==> src/inc/mds_consts.svh <==
`ifndef MDS_CONSTS_SVH
`define MDS_CONSTS_SVH

// Register addresses on the special function register bus
`define MDS_ADDR_BYTE0      8'he9
`define MDS_ADDR_BYTE1      8'hea
`define MDS_ADDR_BYTE2      8'heb
`define MDS_ADDR_BYTE3      8'hec
`define MDS_ADDR_BYTE4      8'hed
`define MDS_ADDR_BYTE5      8'hee
`define MDS_ADDR_CTRL       8'hef

// Control and status register layout
`define MDS_CTRL_RESET      8'h00
`define MDS_BIT_ERR         7
`define MDS_BIT_OVF         6
`define MDS_BIT_DIR         5
`define MDS_CNT_MSB         4
`define MDS_OPND_RESET      8'h00

// Execution times in clock cycles
`define MDS_CYC_DIV32       5'd17
`define MDS_CYC_DIV16       5'd9
`define MDS_CYC_MUL         5'd11
`define MDS_CYC_SHIFT_BASE  5'd3
`define MDS_CYC_NORM_BASE   5'd4
`define MDS_MUL_LIMIT       32'h0000ffff
`define MDS_NORM_MAX        5'd31

`endif

==> src/inc/mds_pkg.sv <==
package mds_pkg;

   // Operation chosen by the register write order
   typedef enum logic [2:0] {
      MDS_OP_NONE  = 3'b000,
      MDS_OP_DIV32 = 3'b001,
      MDS_OP_DIV16 = 3'b010,
      MDS_OP_MUL   = 3'b011,
      MDS_OP_SHIFT = 3'b100,
      MDS_OP_NORM  = 3'b101
   } mds_op_t;

   // One special function register bus access
   typedef struct packed {
      logic       wr;
      logic       rd;
      logic [7:0] addr;
      logic [7:0] wdata;
   } mds_sfr_req_t;

endpackage

==> src/logic/mds_arith_coprocessor.sv <==
`timescale 1ns/1ps
`include "mds_consts.svh"
// Behaviour
// - All arithmetic is unsigned only
// - Results overwrite the operand byte registers
// - Byte 0 write begins every loading sequence
// - Byte 2/3 write selects 32/16 division
// - Order 0,1,4,5 selects 16/16 division
// - Order 0,4,1,5 selects 16x16 multiplication
// - Byte 5 or control write starts execution
// - Runs concurrently, never stalls the processor
// - Div32 17, div16 9, multiply 11 cycles
// - Shift takes 3 to 18 cycles
// - Normalize takes 4 to 19 cycles
// - Quotient, remainder, product placed in fixed bytes
// - Last result read ends the operation
// - Count zero normalizes, nonzero sets shift count
// - Normalize shifts a nonzero value left until top bit set
// - Direction bit: 0 left, 1 right
// - Zeros shifted in at the vacated end
// - Error detection armed by byte 0, disarmed by last read
// - Write during execution sets error; byte 5 or control write restarts, other writes abandon the run
// - Armed operand byte read during execution sets error only
// - Error flag cleared only by control read
// - Overflow on zero divide, big product, normalized input
// - Other operations clear overflow, writes cannot
module mds_arith_coprocessor (
   // Clock and reset
   input  wire logic                  clk,
   input  wire logic                  rst_b,
   // Special function register bus
   input  wire mds_pkg::mds_sfr_req_t sfr_req,
   output logic [7:0]                 sfr_rdata,
   output logic                       sfr_hit,
   // Status
   output logic                       busy
);
   import mds_pkg::*;

   // Operand and control state
   logic [7:0]  opnd_reg [6];
   logic [7:0]  rdata_reg;
   logic        err_reg;
   logic        ovf_reg;
   logic        dir_reg;
   logic [4:0]  cnt_reg;
   // Sequencing state
   logic        armed_reg;
   logic        wide_reg;
   logic        last1_reg;
   mds_op_t     run_op_reg;
   mds_op_t     done_op_reg;
   logic [4:0]  cyc_reg;
   // Result staged until the run completes
   logic [47:0] res_reg;
   logic        res_ovf_reg;
   logic [4:0]  res_cnt_reg;

   // Bus decode
   logic        wr_hit;
   logic        rd_hit;
   logic        rd_opnd;
   logic        rd_ctrl;
   logic        wr_byte0;
   logic        wr_byte5;
   logic [2:0]  idx;
   logic        wr_opnd;
   logic        wr_ctrl;
   logic        start;
   mds_op_t     start_op;
   logic        commit;
   logic        last_read;
   // Datapath
   logic [31:0] val32;
   logic [15:0] divisor;
   logic [31:0] q32;
   logic [15:0] r32;
   logic [15:0] q16;
   logic [15:0] r16;
   logic [31:0] prod;
   logic [31:0] shifted;
   logic [4:0]  lz;
   logic [47:0] res_next;
   logic        ovf_next;
   logic [4:0]  cnt_next;
   logic [4:0]  cyc_next;
   logic [7:0]  ctrl_image;

   // Address decode of the seven registers
   assign idx     = 3'(sfr_req.addr - `MDS_ADDR_BYTE0);
   assign sfr_hit = (sfr_req.addr >= `MDS_ADDR_BYTE0) && (sfr_req.addr <= `MDS_ADDR_CTRL);
   assign wr_hit  = sfr_req.wr && sfr_hit;
   assign rd_hit  = sfr_req.rd && sfr_hit;
   assign wr_opnd = wr_hit && (sfr_req.addr != `MDS_ADDR_CTRL);
   assign wr_ctrl = wr_hit && (sfr_req.addr == `MDS_ADDR_CTRL);
   assign rd_opnd = rd_hit && (sfr_req.addr != `MDS_ADDR_CTRL);
   assign rd_ctrl = rd_hit && (sfr_req.addr == `MDS_ADDR_CTRL);
   assign wr_byte0 = wr_hit && (sfr_req.addr == `MDS_ADDR_BYTE0);
   assign wr_byte5 = wr_hit && (sfr_req.addr == `MDS_ADDR_BYTE5);
   assign busy    = (run_op_reg != MDS_OP_NONE);
   assign commit  = busy && (cyc_reg == 5'd1) && !wr_hit;

   // Operation chosen at the starting write
   always_comb begin
      start_op = MDS_OP_NONE;
      if (wr_byte5) begin
         if (wide_reg) begin
            start_op = MDS_OP_DIV32;
         end else if (last1_reg) begin
            start_op = MDS_OP_MUL;
         end else begin
            start_op = MDS_OP_DIV16;
         end
      end else if (wr_ctrl) begin
         if (sfr_req.wdata[`MDS_CNT_MSB:0] == 5'd0) begin
            start_op = MDS_OP_NORM;
         end else begin
            start_op = MDS_OP_SHIFT;
         end
      end
   end
   assign start = (start_op != MDS_OP_NONE);

   // Operand views; byte 5 takes the data being written
   always_comb begin
      val32   = {opnd_reg[3], opnd_reg[2], opnd_reg[1], opnd_reg[0]};
      divisor = {opnd_reg[5], opnd_reg[4]};
      if (wr_byte5) begin
         divisor = {sfr_req.wdata, opnd_reg[4]};
      end
   end

   // Unsigned arithmetic, zero divisor guarded
   always_comb begin
      q32  = 32'hffffffff;
      r32  = 16'h0000;
      q16  = 16'hffff;
      r16  = 16'h0000;
      if (divisor != 16'h0000) begin
         q32 = val32 / {16'h0000, divisor};
         r32 = 16'(val32 % {16'h0000, divisor});
         q16 = val32[15:0] / divisor;
         r16 = val32[15:0] % divisor;
      end
   end

   // Full 32-bit product of the two 16-bit factors
   assign prod = {16'h0000, val32[15:0]} * {16'h0000, divisor};

   // Shift with zero fill, direction and count from the written control byte
   always_comb begin
      if (sfr_req.wdata[`MDS_BIT_DIR]) begin
         shifted = val32 >> sfr_req.wdata[`MDS_CNT_MSB:0];
      end else begin
         shifted = val32 << sfr_req.wdata[`MDS_CNT_MSB:0];
      end
   end

   // Leading zero count, an all-zero value counts as 31
   always_comb begin
      lz = `MDS_NORM_MAX;
      for (int i = 0; i < 32; i++) begin
         if (val32[i]) begin
            lz = 5'(31 - i);
         end
      end
   end

   // Result image, overflow and cycle count for the started operation
   always_comb begin
      res_next = {opnd_reg[5], opnd_reg[4], val32};
      ovf_next = 1'b0;
      cnt_next = sfr_req.wdata[`MDS_CNT_MSB:0];
      cyc_next = `MDS_CYC_DIV32;
      unique case (start_op)
         MDS_OP_DIV32: begin
            res_next = {r32, q32};
            ovf_next = (divisor == 16'h0000);
            cyc_next = `MDS_CYC_DIV32;
         end
         MDS_OP_DIV16: begin
            res_next = {r16, val32[31:16], q16};
            ovf_next = (divisor == 16'h0000);
            cyc_next = `MDS_CYC_DIV16;
         end
         MDS_OP_MUL: begin
            res_next = {divisor, prod};
            ovf_next = (prod > `MDS_MUL_LIMIT);
            cyc_next = `MDS_CYC_MUL;
         end
         MDS_OP_SHIFT: begin
            res_next = {opnd_reg[5], opnd_reg[4], shifted};
            cyc_next = 5'(`MDS_CYC_SHIFT_BASE + ((cnt_next - 5'd1) >> 1));
         end
         MDS_OP_NORM: begin
            res_next = {opnd_reg[5], opnd_reg[4], val32 << lz};
            ovf_next = val32[31];
            cnt_next = lz;
            // An already normalized value still takes the base time
            if (lz == 5'd0) begin
               cyc_next = `MDS_CYC_NORM_BASE;
            end else begin
               cyc_next = 5'(`MDS_CYC_NORM_BASE + ((lz - 5'd1) >> 1));
            end
         end
         MDS_OP_NONE: begin
            cyc_next = `MDS_CYC_DIV32;
         end
      endcase
   end

   // Execution timer; a write while busy that starts nothing abandons the run
   always_ff @(posedge clk) begin
      if (!rst_b) begin
         run_op_reg  <= MDS_OP_NONE;
         cyc_reg     <= 5'd0;
         res_reg     <= 48'h0;
         res_ovf_reg <= 1'b0;
         res_cnt_reg <= 5'd0;
      end else if (start) begin
         run_op_reg  <= start_op;
         cyc_reg     <= cyc_next;
         res_reg     <= res_next;
         res_ovf_reg <= ovf_next;
         res_cnt_reg <= cnt_next;
      end else if (wr_hit && busy) begin
         // A write that starts nothing abandons the run
         run_op_reg  <= MDS_OP_NONE;
      end else if (busy) begin
         cyc_reg <= cyc_reg - 5'd1;
         if (cyc_reg == 5'd1) begin
            run_op_reg <= MDS_OP_NONE;
         end
      end
   end

   // Operand byte registers, loaded by writes or by the result
   generate
      for (genvar b = 0; b < 6; b++) begin : g_opnd
         always_ff @(posedge clk) begin
            if (!rst_b) begin
               opnd_reg[b] <= `MDS_OPND_RESET;
            end else if (wr_opnd && idx == 3'(b)) begin
               opnd_reg[b] <= sfr_req.wdata;
            end else if (commit) begin
               opnd_reg[b] <= res_reg[8*b +: 8];
            end
         end
      end
   endgenerate

   // Write order tracking for operation selection
   always_ff @(posedge clk) begin
      if (!rst_b) begin
         wide_reg  <= 1'b0;
         last1_reg <= 1'b0;
      end else if (wr_opnd) begin
         unique case (sfr_req.addr)
            `MDS_ADDR_BYTE0: begin
               wide_reg  <= 1'b0;
               last1_reg <= 1'b0;
            end
            `MDS_ADDR_BYTE1: begin
               last1_reg <= 1'b1;
            end
            `MDS_ADDR_BYTE2: begin
               wide_reg  <= 1'b1;
            end
            `MDS_ADDR_BYTE3: begin
               wide_reg  <= 1'b1;
            end
            `MDS_ADDR_BYTE4: begin
               last1_reg <= 1'b0;
            end
            default: begin
               last1_reg <= last1_reg;
            end
         endcase
      end
   end

   // Operation awaiting its final result read
   always_ff @(posedge clk) begin
      if (!rst_b) begin
         done_op_reg <= MDS_OP_NONE;
      end else if (wr_hit) begin
         // Any write opens a new sequence or restarts
         done_op_reg <= MDS_OP_NONE;
      end else if (commit) begin
         done_op_reg <= run_op_reg;
      end else if (last_read) begin
         done_op_reg <= MDS_OP_NONE;
      end
   end

   // Final read: byte 5 after division, byte 3 otherwise
   always_comb begin
      last_read = 1'b0;
      if (rd_hit && !busy) begin
         if (done_op_reg == MDS_OP_DIV32 || done_op_reg == MDS_OP_DIV16) begin
            last_read = (sfr_req.addr == `MDS_ADDR_BYTE5);
         end else if (done_op_reg != MDS_OP_NONE) begin
            last_read = (sfr_req.addr == `MDS_ADDR_BYTE3);
         end
      end
   end

   // Error detection arming
   always_ff @(posedge clk) begin
      if (!rst_b) begin
         armed_reg <= 1'b0;
      end else if (wr_byte0) begin
         armed_reg <= 1'b1;
      end else if (last_read) begin
         armed_reg <= 1'b0;
      end
   end

   // Error flag: set wins over the clearing control read
   always_ff @(posedge clk) begin
      if (!rst_b) begin
         err_reg <= 1'b0;
      end else if (busy && wr_hit) begin
         err_reg <= 1'b1;
      end else if (busy && armed_reg && rd_opnd) begin
         err_reg <= 1'b1;
      end else if (rd_ctrl) begin
         err_reg <= 1'b0;
      end
   end

   // Overflow flag, owned by hardware only
   always_ff @(posedge clk) begin
      if (!rst_b) begin
         ovf_reg <= 1'b0;
      end else if (commit) begin
         ovf_reg <= res_ovf_reg;
      end
   end

   // Direction and count fields
   always_ff @(posedge clk) begin
      if (!rst_b) begin
         dir_reg <= 1'b0;
         cnt_reg <= 5'd0;
      end else if (wr_ctrl) begin
         dir_reg <= sfr_req.wdata[`MDS_BIT_DIR];
         cnt_reg <= sfr_req.wdata[`MDS_CNT_MSB:0];
      end else if (commit && run_op_reg == MDS_OP_NORM) begin
         cnt_reg <= res_cnt_reg;
      end
   end

   // Control and status image as the processor sees it
   assign ctrl_image = {err_reg, ovf_reg, dir_reg, cnt_reg};

   // Registered read data, zero for unmapped addresses
   always_ff @(posedge clk) begin
      if (!rst_b) begin
         rdata_reg <= 8'h00;
      end else if (rd_hit) begin
         if (rd_ctrl) begin
            rdata_reg <= ctrl_image;
         end else begin
            rdata_reg <= opnd_reg[idx];
         end
      end else if (sfr_req.rd) begin
         rdata_reg <= 8'h00;
      end
   end
   assign sfr_rdata = rdata_reg;

endmodule

==> config.mk <==
export PLATFORM = sky130hd
export DESIGN_NAME = mds_arith_coprocessor
export DESIGN_NICKNAME = d
export VERILOG_FILES = /design/src/inc/mds_pkg.sv /design/src/logic/mds_arith_coprocessor.sv
export VERILOG_INCLUDE_DIRS = /design/src /design/src/inc
export SDC_FILE = /design/constraint.sdc
export NUM_CORES = 2
export LEC_CHECK = 0
export ABC_AREA = 1
export BUFFER_PORTS_ARGS = -buffer_cell sky130_fd_sc_hd__buf_4
export CAP_MARGIN = 15
export CORE_ASPECT_RATIO = 0.9
export CORE_MARGIN = 5
export CORE_UTILIZATION = 27
export DETAILED_ROUTE_END_ITERATION = 8
export HOLD_SLACK_MARGIN = 0.12
export SLEW_MARGIN = 20
export SYNTH_ARGS = -nofsm -noshare
export SYNTH_HDL_FRONTEND = slang
export SYNTH_SLANG_ARGS = --single-unit
export TNS_END_PERCENT = 30
==> constraint.sdc <==
create_clock -name clk -period 353.9 [get_ports clk]
set_input_delay 70.78 -clock clk [delete_from_list [all_inputs] [get_ports clk]]
set_output_delay 70.78 -clock clk [all_outputs]
set_load 0.005 [all_outputs]
== After elaboration in Yosys (flattened, before gate mapping) ==
Memories as Yosys holds them, arrays and structs flattened.
Index checks and enable logic that the tools add are counted.

* Bits in registers: 84
* RAM bits: 48
* Input bits: 20
* Output and inout bits: 10
* Word-level logic and storage cells: 242
* Memories: 1

{| class="wikitable"
|+ Memories
! memory !! depth !! bits a word !! read ports !! clocked after memory_dff !! wr ports !! RTL line !! source
|-
| opnd_reg || 6 || 8 || 7 || 0 || 6 || mds_arith_coprocessor.sv:41 || <nowiki>logic [7:0] opnd_reg [6];</nowiki>
|}

* $add $sub $neg: 6
* Multipliers: 1
* Div/mod/pow operators: 4
* $lt $le $gt $ge: 3
* Equal/unequal tests: 23
* Shift operators: 3
* Mux-type cells: 121
* Bitwise operators: 13
* Reduce and logical (&&, ||, !) cells: 53

{| class="wikitable"
|+ Operators with widths
! operator !! number
|-
| case mux 48 bit (5 select lines) || 1
|-
| 2-to-1 mux 5 bit || 37
|-
| 2-to-1 mux 8 bit || 15
|-
| 2-to-1 mux 16 bit || 4
|-
| 2-to-1 mux 32 bit || 2
|-
| << shifter 32 x 5 -> 32 bit || 2
|-
| == test 8 bit (second input constant) || 7
|-
| 2-to-1 mux 1 bit || 49
|-
| divider 32 x 16 -> 32 bit || 1
|-
| > comparator 32 x 16 -> 1 bit (second input constant) || 1
|-
| modulo 32 x 16 -> 32 bit || 1
|-
| multiplier 16 x 16 -> 32 bit || 1
|-
| >> shifter 32 x 5 -> 32 bit || 1
|-
| 2-to-1 mux 3 bit || 9
|-
| case mux 5 bit (5 select lines) || 1
|-
| logical AND 1 bit || 22
|-
| nonzero test 3 bit || 6
|-
| divider 16 x 16 -> 16 bit || 1
|-
| logical NOT 16 bit || 1
|-
| modulo 16 x 16 -> 16 bit || 1
|-
| nonzero test 16 bit || 1
|-
| == test 3 x 2 -> 1 bit (second input constant) || 5
|-
| == test 3 bit (second input constant) || 5
|-
| subtractor 5 x 1 -> 5 bit (second input constant) || 3
|-
| 20 further kinds || 50
|}

== Depth between registers and ports, before layout ==
An unclocked memory read counts as a cell.

* Depth after elaboration: 37
* Mapped depth: 736
* Gate-level depth less buffers: 680

== Least setup slack after synthesis ==
No wires, ideal clock.

* Kind: input -> register
* Start point: input sfr_req[8] (netlist name)
* End point: register res_reg[0]
* Setup time: 122 ps
* Arrival time: 162922 ps
* Data required time: 353778 ps
* Path slack: 190856 ps
* Cell stages on the path: 702
* Buffers on the path: 56
* Cell sequence: clkbuf_1 inv_1 clkbuf_1 ha_1 nand2_2 nor2_4 nand3_4 buf_8 nand2_4 nand2_4 inv_2 nand2_1 nor2_1 nand3_1 nand3_1 nand2_1 ha_1 o21ai_0 [... 666 more ...] o21a_1 inv_1 ha_1 a21oi_1 o21ai_0 a21oi_1 nor3_1 a2111oi_0 o21ai_0 nand2_1 nand2_1 a21oi_1 nand3_2 nor2_4 nand3_4 buf_6 o21ai_1 a21oi_2

* Word-level cells in the longest chain between the ends: 8
* Elaborated cells on any way between the ends: 23
* Those cells by class: div: 2; order compare: 2; eq/ne: 7; mux: 6; reduce/logical: 6

{| class="wikitable"
|+ Ends and longest elaborated chain
! item !! RTL line !! source
|-
| start: declaration || mds_arith_coprocessor.sv:32 || <nowiki>input wire mds_pkg::mds_sfr_req_t sfr_req,</nowiki>
|-
| greater-or-equal comparator 8 bit (no line) / <= comparator 8 bit (equally long branches) || -- ||
|-
| logical AND 1 bit || mds_arith_coprocessor.sv:91 || <nowiki>assign sfr_hit = (sfr_req.addr >= `MDS_ADDR_BYTE0) && (sfr_req.addr <= `MDS_ADDR_CTRL);</nowiki>
|-
| logical AND 1 bit || mds_arith_coprocessor.sv:92 || <nowiki>assign wr_hit = sfr_req.wr && sfr_hit;</nowiki>
|-
| logical AND 1 bit (on tied branches) || mds_arith_coprocessor.sv:99, mds_arith_coprocessor.sv:95 ||
|-
| 2-to-1 mux 16 bit / 2-to-1 mux 3 bit (equally long branches) || mds_arith_coprocessor.sv:128, mds_arith_coprocessor.sv:114 ||
|-
| divider 32 x 16 -> 32 bit (tied with other cells) || mds_arith_coprocessor.sv:140 || <nowiki>q32 = val32 / {16'h0000, divisor};</nowiki>
|-
| 2-to-1 mux 32 bit (tied with other cells) || mds_arith_coprocessor.sv:139 || <nowiki>if (divisor != 16'h0000) begin</nowiki>
|-
| case mux 48 bit (5 select lines) || mds_arith_coprocessor.sv:175 || <nowiki>unique case (start_op)</nowiki>
|-
| end signal: assignment || mds_arith_coprocessor.sv:223 || <nowiki>res_reg <= res_next;</nowiki>
|-
| end: declaration || mds_arith_coprocessor.sv:55 || <nowiki>logic [47:0] res_reg;</nowiki>
|}

Several ways; a longest one is shown, not always the timed one.
A chain may end at the register's enable or synchronous reset.

== Worst setup path in the final report ==
* Start point: input sfr_req[8] (netlist name)
* End point: register res_reg[40]

* Word-level cells in the longest chain between the ends: 8
* Elaborated cells on any way between the ends: 23
* Those cells by class: div: 2; order compare: 2; eq/ne: 7; mux: 6; reduce/logical: 6

{| class="wikitable"
|+ Ends and longest elaborated chain
! item !! RTL line !! source
|-
| greater-or-equal comparator 8 bit (no line) / <= comparator 8 bit (equally long branches) || -- ||
|-
| logical AND 1 bit || mds_arith_coprocessor.sv:91 ||
|-
| logical AND 1 bit || mds_arith_coprocessor.sv:92 ||
|-
| logical AND 1 bit (on tied branches) || mds_arith_coprocessor.sv:99, mds_arith_coprocessor.sv:95 ||
|-
| 2-to-1 mux 16 bit / 2-to-1 mux 3 bit (equally long branches) || mds_arith_coprocessor.sv:128, mds_arith_coprocessor.sv:114 ||
|-
| modulo 32 x 16 -> 32 bit (tied with other cells) || mds_arith_coprocessor.sv:141 || <nowiki>r32 = 16'(val32 % {16'h0000, divisor});</nowiki>
|-
| 2-to-1 mux 16 bit (tied with other cells) || mds_arith_coprocessor.sv:139 ||
|-
| case mux 48 bit (5 select lines) || mds_arith_coprocessor.sv:175 ||
|}

Several ways; a longest one is shown, not always the timed one.

==> metrics <==
Hold WS roughly 0.47 ns; starting density of the core 27.07%; cts repair resizes 0; largest net degree at the start of global routing 70; most used cell, CP nand2_1; startpoint types input port; Max clock buf depth 2; Mapped Avg Cell Area 6.304 sq um; layout cells sized above 1 around 7%; Synth cell types slightly above 80; ys async rst share 0%; initial antenna violation count 10; first drt pass iteration count 6; via count roughly 52000; Area Growth Syn to Fin 5.788%; WP data arrival about 180 ns; top cells by count, synth nand2_1, inv_1, o21ai_0, ha_1, nor2_1; Setup Fix Bufs, Post-CTS 0; Crit-path slowest cell o21ai_2; Syn. warnings 0; fin. max-slew vios 0; ANT nets after route 0; area leader, netlist ha_1; Final min period ~170 ns; CP startpoint sfr_req[8]; final clock skew 0.01216 ns; register area ~0.0031 sq mm; hold_buf cts 0; row count 149; worst hold path class reg -> reg; synthesized area 0.04950 sq mm; CTS clk-pin slew, worst paths 0.06 ns; CTS tree yes; port bufs 29; Starting DRT DRC Count approximately 5300; cells after synthesis 7853; R2R setup slack between 200 and 250 ns; Area contributors post-synth ha_1, nand2_1, inv_1, fa_1, o21ai_0; via/cell ratio between 5 and 6; Tot GR Track Use between 10% and 20%; most instantiated library cell after synthesis nand2_1; grt ovf 0; CP Max Fanout 32; final net count approximately 8500; TritonCTS buffer count 17; vias in the first global route a little under 50000; area of the core 0.1829 sq mm; GP Congestion a little over 1; run status complete, no violations; clock insertion delay at the later pin of the skew report around 0.46 ns; wire per inst approximately 19 um; Post-route DRC 0; Final Hold Vio Count 0; FILL cells between 20000 and 25000; Max Clock Freq around 5.7 MHz; Die W around 460 um; die area approximately 0.19 sq mm; CP Class in -> reg; net count of the mapped netlist between 8000 and 9000; Post-synth EDFFs 48; critical path required time 354.28 ns; reg2reg start opnd_reg[1][1]; DP Wirelength ~150000 um; top cell type's share of synthesized area around 16%; max incr delay on CP 0.95 ns; Setup TNS 0 ns; Root Buffer clkbuf_16; min-delay src res_cnt_reg[2]; CTS Sinks ~130; I/O pin count 30; Period Utilization, post-route between 40 and 50%; headroom to the max-slew limit between 20 and 25%; Setup crit end kind register; global-route wire length before repair 290900 um; die height between 400 and 500 um; final-report setup violation count 0; Most used DFF post-synth dfxtp_1; RSZ-0062 raised after global routing no; Final Core Density ~29%; Total Wirelength 193700 um; max cap viols 0; Worst-Margin Slew 1.135 ns; Multi-input gate area 0.04035 sq mm; #FFs+latches synth between 100 and 150; # H-tree levels 4; Seq/Total Area, Yosys under 10%
metal layers:
| layer | share of wire [%] | wire, um | vias to the layer above | GRT usage [%] |
|---|---|---|---|---|
| li1 | - | - | 25357 | - |
| met1 | 43 | 83160 | 24296 | 26.00 |
| met2 | 42 | 82060 | 2177 | 29.92 |
| met3 | 9.9 | 19240 | 435 | 4.160 |
| met4 | 4.8 | 9206 | 2 | 7.775 |
| met5 | 0.0046 | 9 | - | 0 |
layout make-up:
class                      count  area share, %
tap                         2416          5.772
timing repair buffer         112          1.606
clock inverter                12         0.3417
antenna                        6        0.02867
clock buffer                  20         0.8338
sequential                   132          5.963
multi-input combinational   6223          77.05
inverter                    1170          8.403
worst max-delay path: cells and delay by family:
kind,cells,cell delay (ns)
AO/OA/AOI/OAI,247,47.87
adder cells (fa/ha/maj),32,10.75
buffers and inverters,129,14.08
AND/OR/NAND/NOR,240,31.50
worst paths after layout:
check / endpoint / cells past startpoint
worst max-delay path: res_reg[40] / 648
worst min-delay path: res_cnt_reg[2] / 2
worst max register to register: res_reg[40] / 643
worst min register to register: res_cnt_reg[2] / 2
kinds of logic after synthesis:
group / after synthesis / synth area share (%)
XOR/XNOR: 432 / 7.643
AO/OA/AOI/OAI: 1707 / 19.71
flip-flops: 132 / 6.309
multiplexers: 13 / 0.2628
AND/OR/NAND/NOR: 3230 / 29.54
adder cells (fa/ha/maj): 841 / 24.23
buffers and inverters: 1498 / 12.30
stage by stage:
| stage | instances | setup WS (ns) | instance area (sq um) |
|---|---|---|---|
| floorplan | 7853 | 190.86 | 49500 |
| global placement | 10053 | 183.94 | 51740 |
| detailed placement | 10053 | 179.90 | 51740 |
| CTS | 10085 | 180.09 | 52350 |
| global route | 10088 | 165.63 | 52360 |
| finish | 10091 | 178.98 | 52370 |
layout by cell type, fill, tap and decap left out, types with 39 or more instances in the layout:
cell / n
nand3_1: 321
inv_1: 1117
o211ai_1: 47
nand3_2: 52
ha_1: 645
nand2_1: 1870
dfxtp_1: 84
a31oi_1: 48
o21bai_1: 74
or2_2: 72
xnor2_1: 162
xor2_1: 270
nor2_1: 490
edfxtp_1: 48
buf_4: 112
nor3_1: 50
a21o_1: 64
o21ai_0: 783
fa_1: 196
nand2_2: 81
nand4_1: 111
a21oi_1: 451
nor2_4: 39
Power is not shown: default switching activity piles up to over one toggle a cycle in this logic, so the estimate is an artifact.
